**src/verilog/asc_params.svh**
```systemverilog
// Register indices, field positions, reset values and key codes of the scan controller
`ifndef ASC_PARAMS_SVH
`define ASC_PARAMS_SVH
`define ASC_NUM_AN 16
`define ASC_NUM_SRC 18
`define ASC_TEMP_IDX 5'h10
`define ASC_VREF_IDX 5'h11
`define ASC_REG_GRP_A 8'h00
`define ASC_REG_GRP_B 8'h01
`define ASC_REG_GRP_C 8'h02
`define ASC_REG_ACC_SEL 8'h03
`define ASC_REG_ACC_CNT 8'h04
`define ASC_REG_CTRL_EXT 8'h05
`define ASC_REG_TRIG_SEL 8'h06
`define ASC_REG_GRP_C_TRIG 8'h07
`define ASC_REG_INT_SRC 8'h08
`define ASC_REG_GRP_C_EXT 8'h09
`define ASC_REG_PRIO 8'h0a
`define ASC_REG_WA_SEL 8'h0b
`define ASC_REG_WA_LOW 8'h0c
`define ASC_REG_WA_HIGH 8'h0d
`define ASC_REG_WA_STAT 8'h0e
`define ASC_REG_WB_SEL 8'h0f
`define ASC_REG_WB_LOW 8'h10
`define ASC_REG_WB_HIGH 8'h11
`define ASC_REG_WB_STAT 8'h12
`define ASC_REG_WIN_MON 8'h13
`define ASC_REG_TIME_SET 8'h14
`define ASC_REG_TIME_UNLOCK 8'h15
`define ASC_REG_SCAN_CMD 8'h16
`define ASC_REG_DATA_BASE 8'h20
`define ASC_REG_STIME_BASE 8'h40
`define ASC_UNLOCK_KEY 16'h00a5
`define ASC_STIME_RESET 8'h0c
`define ASC_TIME_RESET 8'h00
`define ASC_CNT_AVG_BIT 7
`define ASC_RES_LSB 1
`define ASC_AUTO_CLR_BIT 5
`define ASC_FMT_BIT 15
`define ASC_TRIG_B_LSB 0
`define ASC_TRIG_A_LSB 8
`define ASC_TEMP_ACC_BIT 0
`define ASC_TEMP_A_BIT 8
`define ASC_VREF_A_BIT 9
`define ASC_TEMP_B_BIT 10
`define ASC_VREF_B_BIT 11
`define ASC_EXT_SEL_LSB 13
`define ASC_EXT_OUT_BIT 15
`define ASC_DIV3_MUL 17'h15556
`endif

```
**src/verilog/asc_pkg.sv**
```systemverilog
// Types of the scan configuration controller
package asc_pkg;
  typedef enum logic [1:0] {
    ASC_IDLE = 2'b00,
    ASC_CONV = 2'b01,
    ASC_STORE = 2'b11,
    ASC_END = 2'b10
  } asc_state_e;
  typedef struct packed {
    asc_state_e state;
    logic [1:0] grp;
    logic [4:0] chan;
    logic [4:0] rep;
    logic [15:0] acc;
    logic conv_start;
    logic conv_abort;
    logic [2:0] scan_end;
    logic [15:0] rdata;
    logic [15:0] grp_a_chan_mask;
    logic [15:0] grp_b_chan_mask;
    logic [15:0] grp_c_chan_select;
    logic [15:0] accumulate_chan_mask;
    logic [7:0] acc_cnt;
    logic [15:0] ctrl_ext;
    logic [15:0] trig_sel;
    logic [5:0] grp_c_trigger_reg;
    logic [15:0] int_src;
    logic [1:0] grp_c_ext;
    logic group_priority_ctrl;
    logic [15:0] wa_sel;
    logic [15:0] win_a_low_level;
    logic [15:0] win_a_high_level;
    logic [15:0] wa_stat;
    logic [4:0] wb_sel;
    logic [15:0] win_b_low_level;
    logic [15:0] win_b_high_level;
    logic wb_stat;
    logic [7:0] conv_time_setting;
    logic unlock;
    logic [17:0][15:0] data;
    logic [17:0][7:0] sample_time_value;
  } asc_st_s;
endpackage

```
**src/verilog/asc_scan_ctrl.sv**
```systemverilog
// Scan configuration and sequencing controller for a 12-bit successive-approximation converter
// Summary of operation
// - Group A/B masks select channels per bit
// - Group C has its own channel select
// - Per-channel bit enables repeated-conversion accumulation
// - Count codes give 1,2,3,4,16 conversions
// - Count register bit 7 selects averaging
// - Control bits 2:1 select resolution
// - Enable bit makes data registers auto-clear
// - Trigger fields: B bits 5:0, A 13:8
// - Temperature sensor selectable into group A
// - Bits 10/11 add temp/vref to B
// - Source bit 0 accumulates temperature result
// - Bits 14:13 input select, 15 output
// - Eight-bit sample time per source
// - Window A levels, selects, status flags
// - Window B registers plus combined monitor
// - Time setting writable only after unlock
// - Group C own trigger and extension
// - Priority lets higher group abort lower
// - Resolution 12/10/8, left/right format bit
// - Separate scan-end pulses per group
`timescale 1ns/1ns
`include "asc_params.svh"
module asc_scan_ctrl (
  // Clock and reset
  input wire logic core_clk,
  input wire logic rst_b,
  // Register port
  input wire logic [7:0] reg_addr,
  input wire logic [15:0] reg_wdata,
  input wire logic reg_wr,
  input wire logic reg_rd,
  output logic [15:0] reg_rdata,
  // Scan triggers
  input wire logic [63:0] trig_src,
  // Converter core
  output logic conv_start,
  output logic conv_abort,
  output logic [4:0] conv_chan,
  output logic [7:0] conv_sample_states,
  output logic [1:0] conv_resolution,
  output logic [7:0] conv_time_setting,
  input wire logic conv_done,
  input wire logic [11:0] conv_result,
  // Extended analog path
  output logic [1:0] ext_input_select,
  output logic ext_output_ctrl,
  // Scan status
  output logic scan_end_a,
  output logic scan_end_b,
  output logic scan_end_c,
  output logic scan_busy
);
  asc_pkg::asc_st_s st_r;
  asc_pkg::asc_st_s st_nxt;

  // Number of conversions for a count code; undefined codes behave as one
  function automatic logic [4:0] rep_count(input logic [2:0] code);
    logic [4:0] n;
    n = 5'h01;
    case (code)
      3'h1: n = 5'h02;
      3'h2: n = 5'h03;
      3'h3: n = 5'h04;
      3'h5: n = 5'h10;
      default: n = 5'h01;
    endcase
    return n;
  endfunction

  // Lowest selected source at or above a start index
  function automatic logic [5:0] next_src(input logic [17:0] mask, input logic [4:0] from);
    logic [5:0] r;
    r = 6'h00;
    for (int i = `ASC_NUM_SRC - 1; i >= 0; i--) begin
      if (mask[i] && (5'(i) >= from)) begin
        r = {1'b1, 5'(i)};
      end
    end
    return r;
  endfunction

  // Derived control fields
  logic [17:0] mask_a;
  logic [17:0] mask_b;
  logic [17:0] mask_c;
  logic [17:0] mask_cur;
  logic [17:0] acc_mask;
  logic [3:0] trig_hit;
  logic [3:0] sw_start;
  logic [1:0] res;
  logic [4:0] need;
  logic summing;
  logic avg_en;
  logic [11:0] sample;
  logic [15:0] sum_new;
  logic [32:0] div3_prod;
  logic [15:0] final_val;
  logic [15:0] aligned;
  logic [5:0] first;
  logic [5:0] after;
  logic [1:0] new_grp;
  logic new_trig;
  logic abort_hit;

  // Source masks: 16 analog bits, then temperature, then reference voltage
  // group masks
  assign mask_a = {st_r.int_src[`ASC_VREF_A_BIT], st_r.int_src[`ASC_TEMP_A_BIT],
                   st_r.grp_a_chan_mask};
  assign mask_b = {st_r.int_src[`ASC_VREF_B_BIT], st_r.int_src[`ASC_TEMP_B_BIT],
                   st_r.grp_b_chan_mask};
  assign mask_c = {st_r.grp_c_ext[1], st_r.grp_c_ext[0], st_r.grp_c_chan_select};
  assign mask_cur = (new_grp == 2'h0) ? mask_a : ((new_grp == 2'h1) ? mask_b : mask_c);
  assign acc_mask = {1'b0, st_r.int_src[`ASC_TEMP_ACC_BIT], st_r.accumulate_chan_mask};

  // Start requests per group from selected trigger line or software command
  assign sw_start = (reg_wr && reg_addr == `ASC_REG_SCAN_CMD) ? {1'b0, reg_wdata[2:0]} : 4'h0;
  assign trig_hit[0] = trig_src[st_r.trig_sel[`ASC_TRIG_A_LSB +: 6]] | sw_start[0];
  assign trig_hit[1] = trig_src[st_r.trig_sel[`ASC_TRIG_B_LSB +: 6]] | sw_start[1];
  assign trig_hit[2] = trig_src[st_r.grp_c_trigger_reg] | sw_start[2];
  assign trig_hit[3] = 1'b0;

  // Fixed priority A over B over C when several start together
  always_comb begin
    new_trig = |trig_hit[2:0];
    new_grp = trig_hit[0] ? 2'h0 : (trig_hit[1] ? 2'h1 : 2'h2);
  end
  assign first = next_src(mask_cur, 5'h00);
  assign after = next_src((st_r.grp == 2'h0) ? mask_a : ((st_r.grp == 2'h1) ? mask_b : mask_c),
                          5'(st_r.chan + 5'h01));
  assign abort_hit = st_r.group_priority_ctrl && new_trig && (new_grp < st_r.grp) &&
                     (st_r.state == asc_pkg::ASC_CONV || st_r.state == asc_pkg::ASC_STORE);

  // Repetition and resolution handling of each result
  // resolution field
  assign res = st_r.ctrl_ext[`ASC_RES_LSB +: 2];
  assign sample = (res == 2'h1) ? (conv_result >> 2) :
                  ((res == 2'h2) ? (conv_result >> 4) : conv_result);
  assign summing = acc_mask[st_r.chan];
  assign need = summing ? rep_count(st_r.acc_cnt[2:0]) : 5'h01;
  assign avg_en = st_r.acc_cnt[`ASC_CNT_AVG_BIT];
  assign sum_new = 16'(st_r.acc + {4'h0, sample});
  assign div3_prod = 33'(st_r.acc) * 33'(`ASC_DIV3_MUL);

  // Final value; averaging divides the sum by the conversion count
  always_comb begin
    final_val = st_r.acc;
    if (summing && avg_en) begin
      case (need)
        5'h02: final_val = st_r.acc >> 1;
        5'h03: final_val = 16'(div3_prod >> 18);
        5'h04: final_val = st_r.acc >> 2;
        5'h10: final_val = st_r.acc >> 4;
        default: final_val = st_r.acc;
      endcase
    end
  end

  // Left alignment applies to single-width results only, a raw sum stays right-aligned
  always_comb begin
    aligned = final_val;
    if (st_r.ctrl_ext[`ASC_FMT_BIT] && !(summing && !avg_en)) begin
      case (res)
        2'h1: aligned = final_val << 6;
        2'h2: aligned = final_val << 8;
        default: aligned = final_val << 4;
      endcase
    end
  end

  // Next state of registers and scan sequencer
  always_comb begin
    st_nxt = st_r;
    st_nxt.conv_start = 1'b0;
    st_nxt.conv_abort = 1'b0;
    st_nxt.scan_end = 3'h0;

    // Scan sequencer
    case (st_r.state)
      asc_pkg::ASC_IDLE: begin
        if (new_trig) begin
          st_nxt.grp = new_grp;
          st_nxt.acc = 16'h0000;
          st_nxt.rep = 5'h00;
          if (first[5]) begin
            st_nxt.chan = first[4:0];
            st_nxt.conv_start = 1'b1;
            st_nxt.state = asc_pkg::ASC_CONV;
          end else begin
            st_nxt.state = asc_pkg::ASC_END;
          end
        end
      end
      asc_pkg::ASC_CONV: begin
        if (conv_done) begin
          st_nxt.acc = sum_new;
          st_nxt.rep = 5'(st_r.rep + 5'h01);
          if (5'(st_r.rep + 5'h01) >= need) begin
            st_nxt.state = asc_pkg::ASC_STORE;
          end else begin
            st_nxt.conv_start = 1'b1;
          end
        end
      end
      asc_pkg::ASC_STORE: begin
        st_nxt.acc = 16'h0000;
        st_nxt.rep = 5'h00;
        if (after[5]) begin
          st_nxt.chan = after[4:0];
          st_nxt.conv_start = 1'b1;
          st_nxt.state = asc_pkg::ASC_CONV;
        end else begin
          st_nxt.state = asc_pkg::ASC_END;
        end
      end
      default: begin
        st_nxt.scan_end[st_r.grp] = 1'b1;
        st_nxt.state = asc_pkg::ASC_IDLE;
      end
    endcase

    if (abort_hit) begin
      st_nxt.grp = new_grp;
      st_nxt.acc = 16'h0000;
      st_nxt.rep = 5'h00;
      st_nxt.conv_abort = 1'b1;
      if (first[5]) begin
        st_nxt.chan = first[4:0];
        st_nxt.conv_start = 1'b1;
        st_nxt.state = asc_pkg::ASC_CONV;
      end else begin
        st_nxt.state = asc_pkg::ASC_END;
      end
    end

    // Register writes
    if (reg_wr) begin
      if (reg_addr == `ASC_REG_GRP_A) begin
        st_nxt.grp_a_chan_mask = reg_wdata;
      end else if (reg_addr == `ASC_REG_GRP_B) begin
        st_nxt.grp_b_chan_mask = reg_wdata;
      end else if (reg_addr == `ASC_REG_GRP_C) begin
        st_nxt.grp_c_chan_select = reg_wdata;
      end else if (reg_addr == `ASC_REG_ACC_SEL) begin
        st_nxt.accumulate_chan_mask = reg_wdata;
      end else if (reg_addr == `ASC_REG_ACC_CNT) begin
        st_nxt.acc_cnt = reg_wdata[7:0];
      end else if (reg_addr == `ASC_REG_CTRL_EXT) begin
        st_nxt.ctrl_ext = reg_wdata;
      end else if (reg_addr == `ASC_REG_TRIG_SEL) begin
        st_nxt.trig_sel = reg_wdata;
      end else if (reg_addr == `ASC_REG_GRP_C_TRIG) begin
        st_nxt.grp_c_trigger_reg = reg_wdata[5:0];
      end else if (reg_addr == `ASC_REG_INT_SRC) begin
        st_nxt.int_src = reg_wdata;
      end else if (reg_addr == `ASC_REG_GRP_C_EXT) begin
        st_nxt.grp_c_ext = reg_wdata[1:0];
      end else if (reg_addr == `ASC_REG_PRIO) begin
        st_nxt.group_priority_ctrl = reg_wdata[0];
      end else if (reg_addr == `ASC_REG_WA_SEL) begin
        st_nxt.wa_sel = reg_wdata;
      end else if (reg_addr == `ASC_REG_WA_LOW) begin
        st_nxt.win_a_low_level = reg_wdata;
      end else if (reg_addr == `ASC_REG_WA_HIGH) begin
        st_nxt.win_a_high_level = reg_wdata;
      end else if (reg_addr == `ASC_REG_WA_STAT) begin
        st_nxt.wa_stat = st_r.wa_stat & ~reg_wdata;
      end else if (reg_addr == `ASC_REG_WB_SEL) begin
        st_nxt.wb_sel = reg_wdata[4:0];
      end else if (reg_addr == `ASC_REG_WB_LOW) begin
        st_nxt.win_b_low_level = reg_wdata;
      end else if (reg_addr == `ASC_REG_WB_HIGH) begin
        st_nxt.win_b_high_level = reg_wdata;
      end else if (reg_addr == `ASC_REG_WB_STAT) begin
        st_nxt.wb_stat = st_r.wb_stat & ~reg_wdata[0];
      end else if (reg_addr == `ASC_REG_TIME_UNLOCK) begin
        st_nxt.unlock = (reg_wdata == `ASC_UNLOCK_KEY);
      end else if (reg_addr == `ASC_REG_TIME_SET) begin
        if (st_r.unlock) begin
          st_nxt.conv_time_setting = reg_wdata[7:0];
        end
        st_nxt.unlock = 1'b0;
      end else if (reg_addr >= `ASC_REG_STIME_BASE &&
                   reg_addr < 8'(`ASC_REG_STIME_BASE + `ASC_NUM_SRC)) begin
        st_nxt.sample_time_value[5'(reg_addr - `ASC_REG_STIME_BASE)] = reg_wdata[7:0];
      end
    end

    if (reg_rd && st_r.ctrl_ext[`ASC_AUTO_CLR_BIT] && reg_addr >= `ASC_REG_DATA_BASE &&
        reg_addr < 8'(`ASC_REG_DATA_BASE + `ASC_NUM_SRC)) begin
      st_nxt.data[5'(reg_addr - `ASC_REG_DATA_BASE)] = 16'h0000;
    end

    // Result store and window compare; a new result wins over clear and read
    if (st_r.state == asc_pkg::ASC_STORE && !abort_hit) begin
      st_nxt.data[st_r.chan] = aligned;
      if (st_r.chan < 5'h10 && st_r.wa_sel[st_r.chan[3:0]] &&
          aligned >= st_r.win_a_low_level && aligned <= st_r.win_a_high_level) begin
        st_nxt.wa_stat[st_r.chan[3:0]] = 1'b1;
      end
      if (st_r.chan == st_r.wb_sel &&
          aligned >= st_r.win_b_low_level && aligned <= st_r.win_b_high_level) begin
        st_nxt.wb_stat = 1'b1;
      end
    end

    // Read data, valid in the cycle after the strobe
    st_nxt.rdata = 16'h0000;
    if (reg_rd) begin
      if (reg_addr == `ASC_REG_GRP_A) begin
        st_nxt.rdata = st_r.grp_a_chan_mask;
      end else if (reg_addr == `ASC_REG_GRP_B) begin
        st_nxt.rdata = st_r.grp_b_chan_mask;
      end else if (reg_addr == `ASC_REG_GRP_C) begin
        st_nxt.rdata = st_r.grp_c_chan_select;
      end else if (reg_addr == `ASC_REG_ACC_SEL) begin
        st_nxt.rdata = st_r.accumulate_chan_mask;
      end else if (reg_addr == `ASC_REG_ACC_CNT) begin
        st_nxt.rdata = {8'h00, st_r.acc_cnt};
      end else if (reg_addr == `ASC_REG_CTRL_EXT) begin
        st_nxt.rdata = st_r.ctrl_ext;
      end else if (reg_addr == `ASC_REG_TRIG_SEL) begin
        st_nxt.rdata = st_r.trig_sel;
      end else if (reg_addr == `ASC_REG_GRP_C_TRIG) begin
        st_nxt.rdata = {10'h000, st_r.grp_c_trigger_reg};
      end else if (reg_addr == `ASC_REG_INT_SRC) begin
        st_nxt.rdata = st_r.int_src;
      end else if (reg_addr == `ASC_REG_GRP_C_EXT) begin
        st_nxt.rdata = {14'h0000, st_r.grp_c_ext};
      end else if (reg_addr == `ASC_REG_PRIO) begin
        st_nxt.rdata = {15'h0000, st_r.group_priority_ctrl};
      end else if (reg_addr == `ASC_REG_WA_SEL) begin
        st_nxt.rdata = st_r.wa_sel;
      end else if (reg_addr == `ASC_REG_WA_LOW) begin
        st_nxt.rdata = st_r.win_a_low_level;
      end else if (reg_addr == `ASC_REG_WA_HIGH) begin
        st_nxt.rdata = st_r.win_a_high_level;
      end else if (reg_addr == `ASC_REG_WA_STAT) begin
        st_nxt.rdata = st_r.wa_stat;
      end else if (reg_addr == `ASC_REG_WB_SEL) begin
        st_nxt.rdata = {11'h000, st_r.wb_sel};
      end else if (reg_addr == `ASC_REG_WB_LOW) begin
        st_nxt.rdata = st_r.win_b_low_level;
      end else if (reg_addr == `ASC_REG_WB_HIGH) begin
        st_nxt.rdata = st_r.win_b_high_level;
      end else if (reg_addr == `ASC_REG_WB_STAT) begin
        st_nxt.rdata = {15'h0000, st_r.wb_stat};
      end else if (reg_addr == `ASC_REG_WIN_MON) begin
        st_nxt.rdata = {14'h0000, st_r.wb_stat, |st_r.wa_stat};
      end else if (reg_addr == `ASC_REG_TIME_SET) begin
        st_nxt.rdata = {8'h00, st_r.conv_time_setting};
      end else if (reg_addr == `ASC_REG_SCAN_CMD) begin
        st_nxt.rdata = {11'h000, st_r.grp, st_r.state != asc_pkg::ASC_IDLE, 2'h0};
      end else if (reg_addr >= `ASC_REG_DATA_BASE &&
                   reg_addr < 8'(`ASC_REG_DATA_BASE + `ASC_NUM_SRC)) begin
        st_nxt.rdata = st_r.data[5'(reg_addr - `ASC_REG_DATA_BASE)];
      end else if (reg_addr >= `ASC_REG_STIME_BASE &&
                   reg_addr < 8'(`ASC_REG_STIME_BASE + `ASC_NUM_SRC)) begin
        st_nxt.rdata = {8'h00, st_r.sample_time_value[5'(reg_addr - `ASC_REG_STIME_BASE)]};
      end
    end
  end

  // State register with synchronous reset
  always_ff @(posedge core_clk) begin
    if (!rst_b) begin
      st_r <= '0;
      st_r.conv_time_setting <= `ASC_TIME_RESET;
      st_r.sample_time_value <= {`ASC_NUM_SRC{`ASC_STIME_RESET}};
    end else begin
      st_r <= st_nxt;
    end
  end

  // Outputs
  assign reg_rdata = st_r.rdata;
  assign conv_start = st_r.conv_start;
  assign conv_abort = st_r.conv_abort;
  assign conv_chan = st_r.chan;
  assign conv_sample_states = st_r.sample_time_value[st_r.chan];
  assign conv_resolution = res;
  assign conv_time_setting = st_r.conv_time_setting;
  assign ext_input_select = st_r.int_src[`ASC_EXT_SEL_LSB +: 2];
  assign ext_output_ctrl = st_r.int_src[`ASC_EXT_OUT_BIT];
  assign scan_end_a = st_r.scan_end[0];
  assign scan_end_b = st_r.scan_end[1];
  assign scan_end_c = st_r.scan_end[2];
  assign scan_busy = (st_r.state != asc_pkg::ASC_IDLE);
endmodule

```
**config.mk**
```make
export PLATFORM = sky130hd
export DESIGN_NAME = asc_scan_ctrl
export DESIGN_NICKNAME = d
export VERILOG_FILES = /design/src/verilog/asc_pkg.sv /design/src/verilog/asc_scan_ctrl.sv
export VERILOG_INCLUDE_DIRS = /design/src /design/src/verilog
export SDC_FILE = /design/constraint.sdc
export NUM_CORES = 2
export LEC_CHECK = 0
export ABC_AREA = 1
export BUFFER_PORTS_ARGS = -buffer_cell sky130_fd_sc_hd__buf_4
export CAP_MARGIN = 20
export CORE_ASPECT_RATIO = 1.75
export CORE_MARGIN = 4
export CORE_UTILIZATION = 30
export DETAILED_ROUTE_END_ITERATION = 10
export RECOVER_POWER = 100
export REMOVE_ABC_BUFFERS = 1
export SYNTH_ARGS = -nofsm -noshare
export SYNTH_HDL_FRONTEND = slang
export SYNTH_SLANG_ARGS = --single-unit
```
**constraint.sdc**
```tcl
create_clock -name core_clk -period 13 [get_ports core_clk]
set_input_delay 1.3 -clock core_clk [delete_from_list [all_inputs] [get_ports core_clk]]
set_output_delay 1.3 -clock core_clk [all_outputs]
set_load 0.02 [all_outputs]
```
==> metrics.cfg <==
[status]
status=finished with violations
failed_checks=max-capacitance violations, max-slew violations

[worst_setup_path]
required_ns=13.63
slowest_delay_ns=4.57
slowest_stage=clkinvlp_2
crit_arrival_ns=11.25
start_kind=input port
path_max_fanout=96
crit_path_end_kind=flop
critical_path_class=input port to flop
path_cells=clkbuf_1, clkinvlp_2, clkbuf_2, buf_4, a21oi_1, o21a_1

[placed_design]
post_dp_cell_area_um2=47300
gp_congestion=0.978
hpwlAfterDp_um=137000
post-place-ws_ns=3.69
placedCellCount=8114
portBuffers=152

[clock_tree]
clkSlewWorstSetupHoldPaths_ns=0.07
clock_latency_ns=0.69
postCtsResizedCells=0
cts_setup_buffers=0
htree_levels=3
cts.sinks=723
postCtsHoldBufs=0
clockBufferDepth=3
cts_root_buf=clkbuf_16
cts_tree=built
cts_buffers=69

[route]
wl_per_cell_um=23.9
firstDrtPassIters=6
viasPerCell=5.67
first_iter_violations=4747
routed_wl_um=197000
vias=46769
ant_nets=0
drc=0

[logic_synthesis]
syn_inst=6362
ys_top_cells_by_area=dfxtp_1 (32%), o21ai_0 (10%), a21oi_1 (7.3%)
syn-cell-area_um2=45000
synth_compound_area_share_pct=30.1
synth_top_family_by_area=compound AO/OA/AOI/OAI gates
yosys_warnings=0
synth_top_area_share_pct=32.1
yosys.area_share.xor_xnor_pct=0.525
ys_ff_latch=723
synth_adder_area_share_pct=9.64
synthMuxAreaShare_pct=0.111
yosysTopAreaCell=dfxtp_1
synthFlopType=dfxtp_1
avgSynthCellArea_um2=7.08
synth_edf_count=0
yosys.area_share.simple_pct=16.7
synth_cell_types=74
async_flop_share_pct=0
synth_seq_area_share_pct=32.1

[floorplanning]
ios=153
rows=187
die_area_um2=157000
start_util_pct=30.3
fp.coreArea_um2=149000
fp.dieW_um=301
die_y_um=521

[timing]
holdWs_ns=0.453
worst_pin_slew_ns=3.94
fmax_ghz=0.0942
rsz0062_at_grt=false
post-route-period-util_pct=81.6
worst_slack_ns=2.39
final-hold-violation-count=0
setup_violations=0
period_needed_ns=10.61
skew_ns=0.0315
relSlewSlack_pct=-163
setup_tns_ns=0
final_max_slew_viol_count=1010

[power_and_ir_drop]
pwr_density_cell_nw_per_um2=124
ir_worst_vdd_mv=0.101
power_mw=6.08
power_leakage_nw=19.9

[worst_hold_path]
hp-class=flop to flop

[cells_and_area]
final_cell_area_um2=48900
stdcell_count=8247
fin_nets=6614
syn_to_final_growth_pct=8.67
utilization_pct=32.9
drive_above_1_share_pct=5.57

[global_routing]
grt_pass1_wl_um=288000
antenna_found_initial=3
grt_pass1_vias=45013
grt_max_degree=135
overflow=0
grt_util_all_layers_pct=24.1

[job]
cap_violations=21

sequential cells by signal, indices dropped and copies added, names as in the netlist:
name,cells
scan_end_c,1
scan_end_a,1
st_r,612
acc_mask,17
reg_rdata,16
conv_abort,1
conv_chan,5
conv_time_setting,8
ext_output_ctrl,1
mask_c,18
ext_input_select,2
mask_b,18
avg_en,1
conv_start,1
scan_end_b,1
mask_a,18
conv_resolution,2
layout by cell type, fill, tap and decap left out, types with 12 or more instances in the layout:
cell,synthesis,final
o21ai_1,20,18
a22oi_1,23,23
a22o_1,18,18
inv_1,692,692
clkbuf_16,0,69
xor2_1,16,16
ha_1,222,222
fa_1,78,78
o221ai_1,42,42
o22ai_1,251,251
o211ai_1,63,63
a221oi_1,28,28
nand3_1,212,224
clkbuf_8,0,13
buf_4,54,160
a211oi_1,96,143
dfxtp_1,723,722
o21ai_0,943,945
clkbuf_1,309,95
nor2_2,9,12
nand2_1,843,842
nor3_1,22,21
o21a_1,61,61
nand4_1,39,39
a21oi_1,654,658
nor4_1,12,12
clkinv_1,13,13
nor2_1,592,592
inv_2,20,18
final timing paths:
path,end,slack (ns),from,cells past startpoint
setup / recovery,st_r[182],2.39,rst_b,6
hold / removal,st_r[590],0.45,st_r[590],2
setup reg to reg,st_r[484],3.00,st_r[698],37
hold reg to reg,st_r[590],0.45,st_r[590],2
logic make-up after synthesis:
kind of cell,Yosys count
and+or+nand+nor,1791
AOI/OAI and AO/OA,2323
DFF,723
buffers and inverters,1193
muxes,5
adders and majority gates,300
xor gates and xnor gates,27
synthesized netlist by cell type (16+ instances only):
master	instances
a221oi_1	28
o21a_1	61
fa_1	78
o221ai_1	42
buf_1	28
o211ai_1	63
nand3_1	212
ha_1	222
o21ai_1	20
a211oi_2	50
o22ai_1	251
dfxtp_1	723
nor3_1	22
xor2_1	16
a22o_1	18
a21oi_1	654
buf_2	66
nor2_1	592
buf_4	54
inv_1	692
clkbuf_1	309
nand2_1	843
nand4_1	39
o21ai_0	943
a22oi_1	23
a211oi_1	96
inv_2	20
layer usage:
metal	track usage [%]	vias up	part of all wire (%)
met2	41.7	2405	48
met1	25.7	22119	35
met5	0	-	0
met3	3.80	775	6.8
met4	19.7	0	9.8
li1	-	21470	-
report_power, final:
group	switching [mW]	internal [mW]
sequential	0.0892	2.25
combinational	1.13	0.455
clock	1.00	1.15
total	2.22	3.86
worst max-delay path: cells and delay by family:
kind | cells | cell delay, ns
AOI/OAI and AO/OA | 2 | 0.42
buffers and inverters | 4 | 9.33
layout make-up:
class / count / area, um2
Antenna cell: 2 / 5.00
Timing Repair Buffer: 243 / 1590
Clock inverter: 24 / 310
Fill cell: 16219 / 99900
Sequential cell: 723 / 14500
Clock buffer: 99 / 1970
Inverter: 726 / 2730
Tap cell: 1984 / 2480
Multi-Input combinational cell: 4446 / 25400
(Power assumes the default switching activity.)
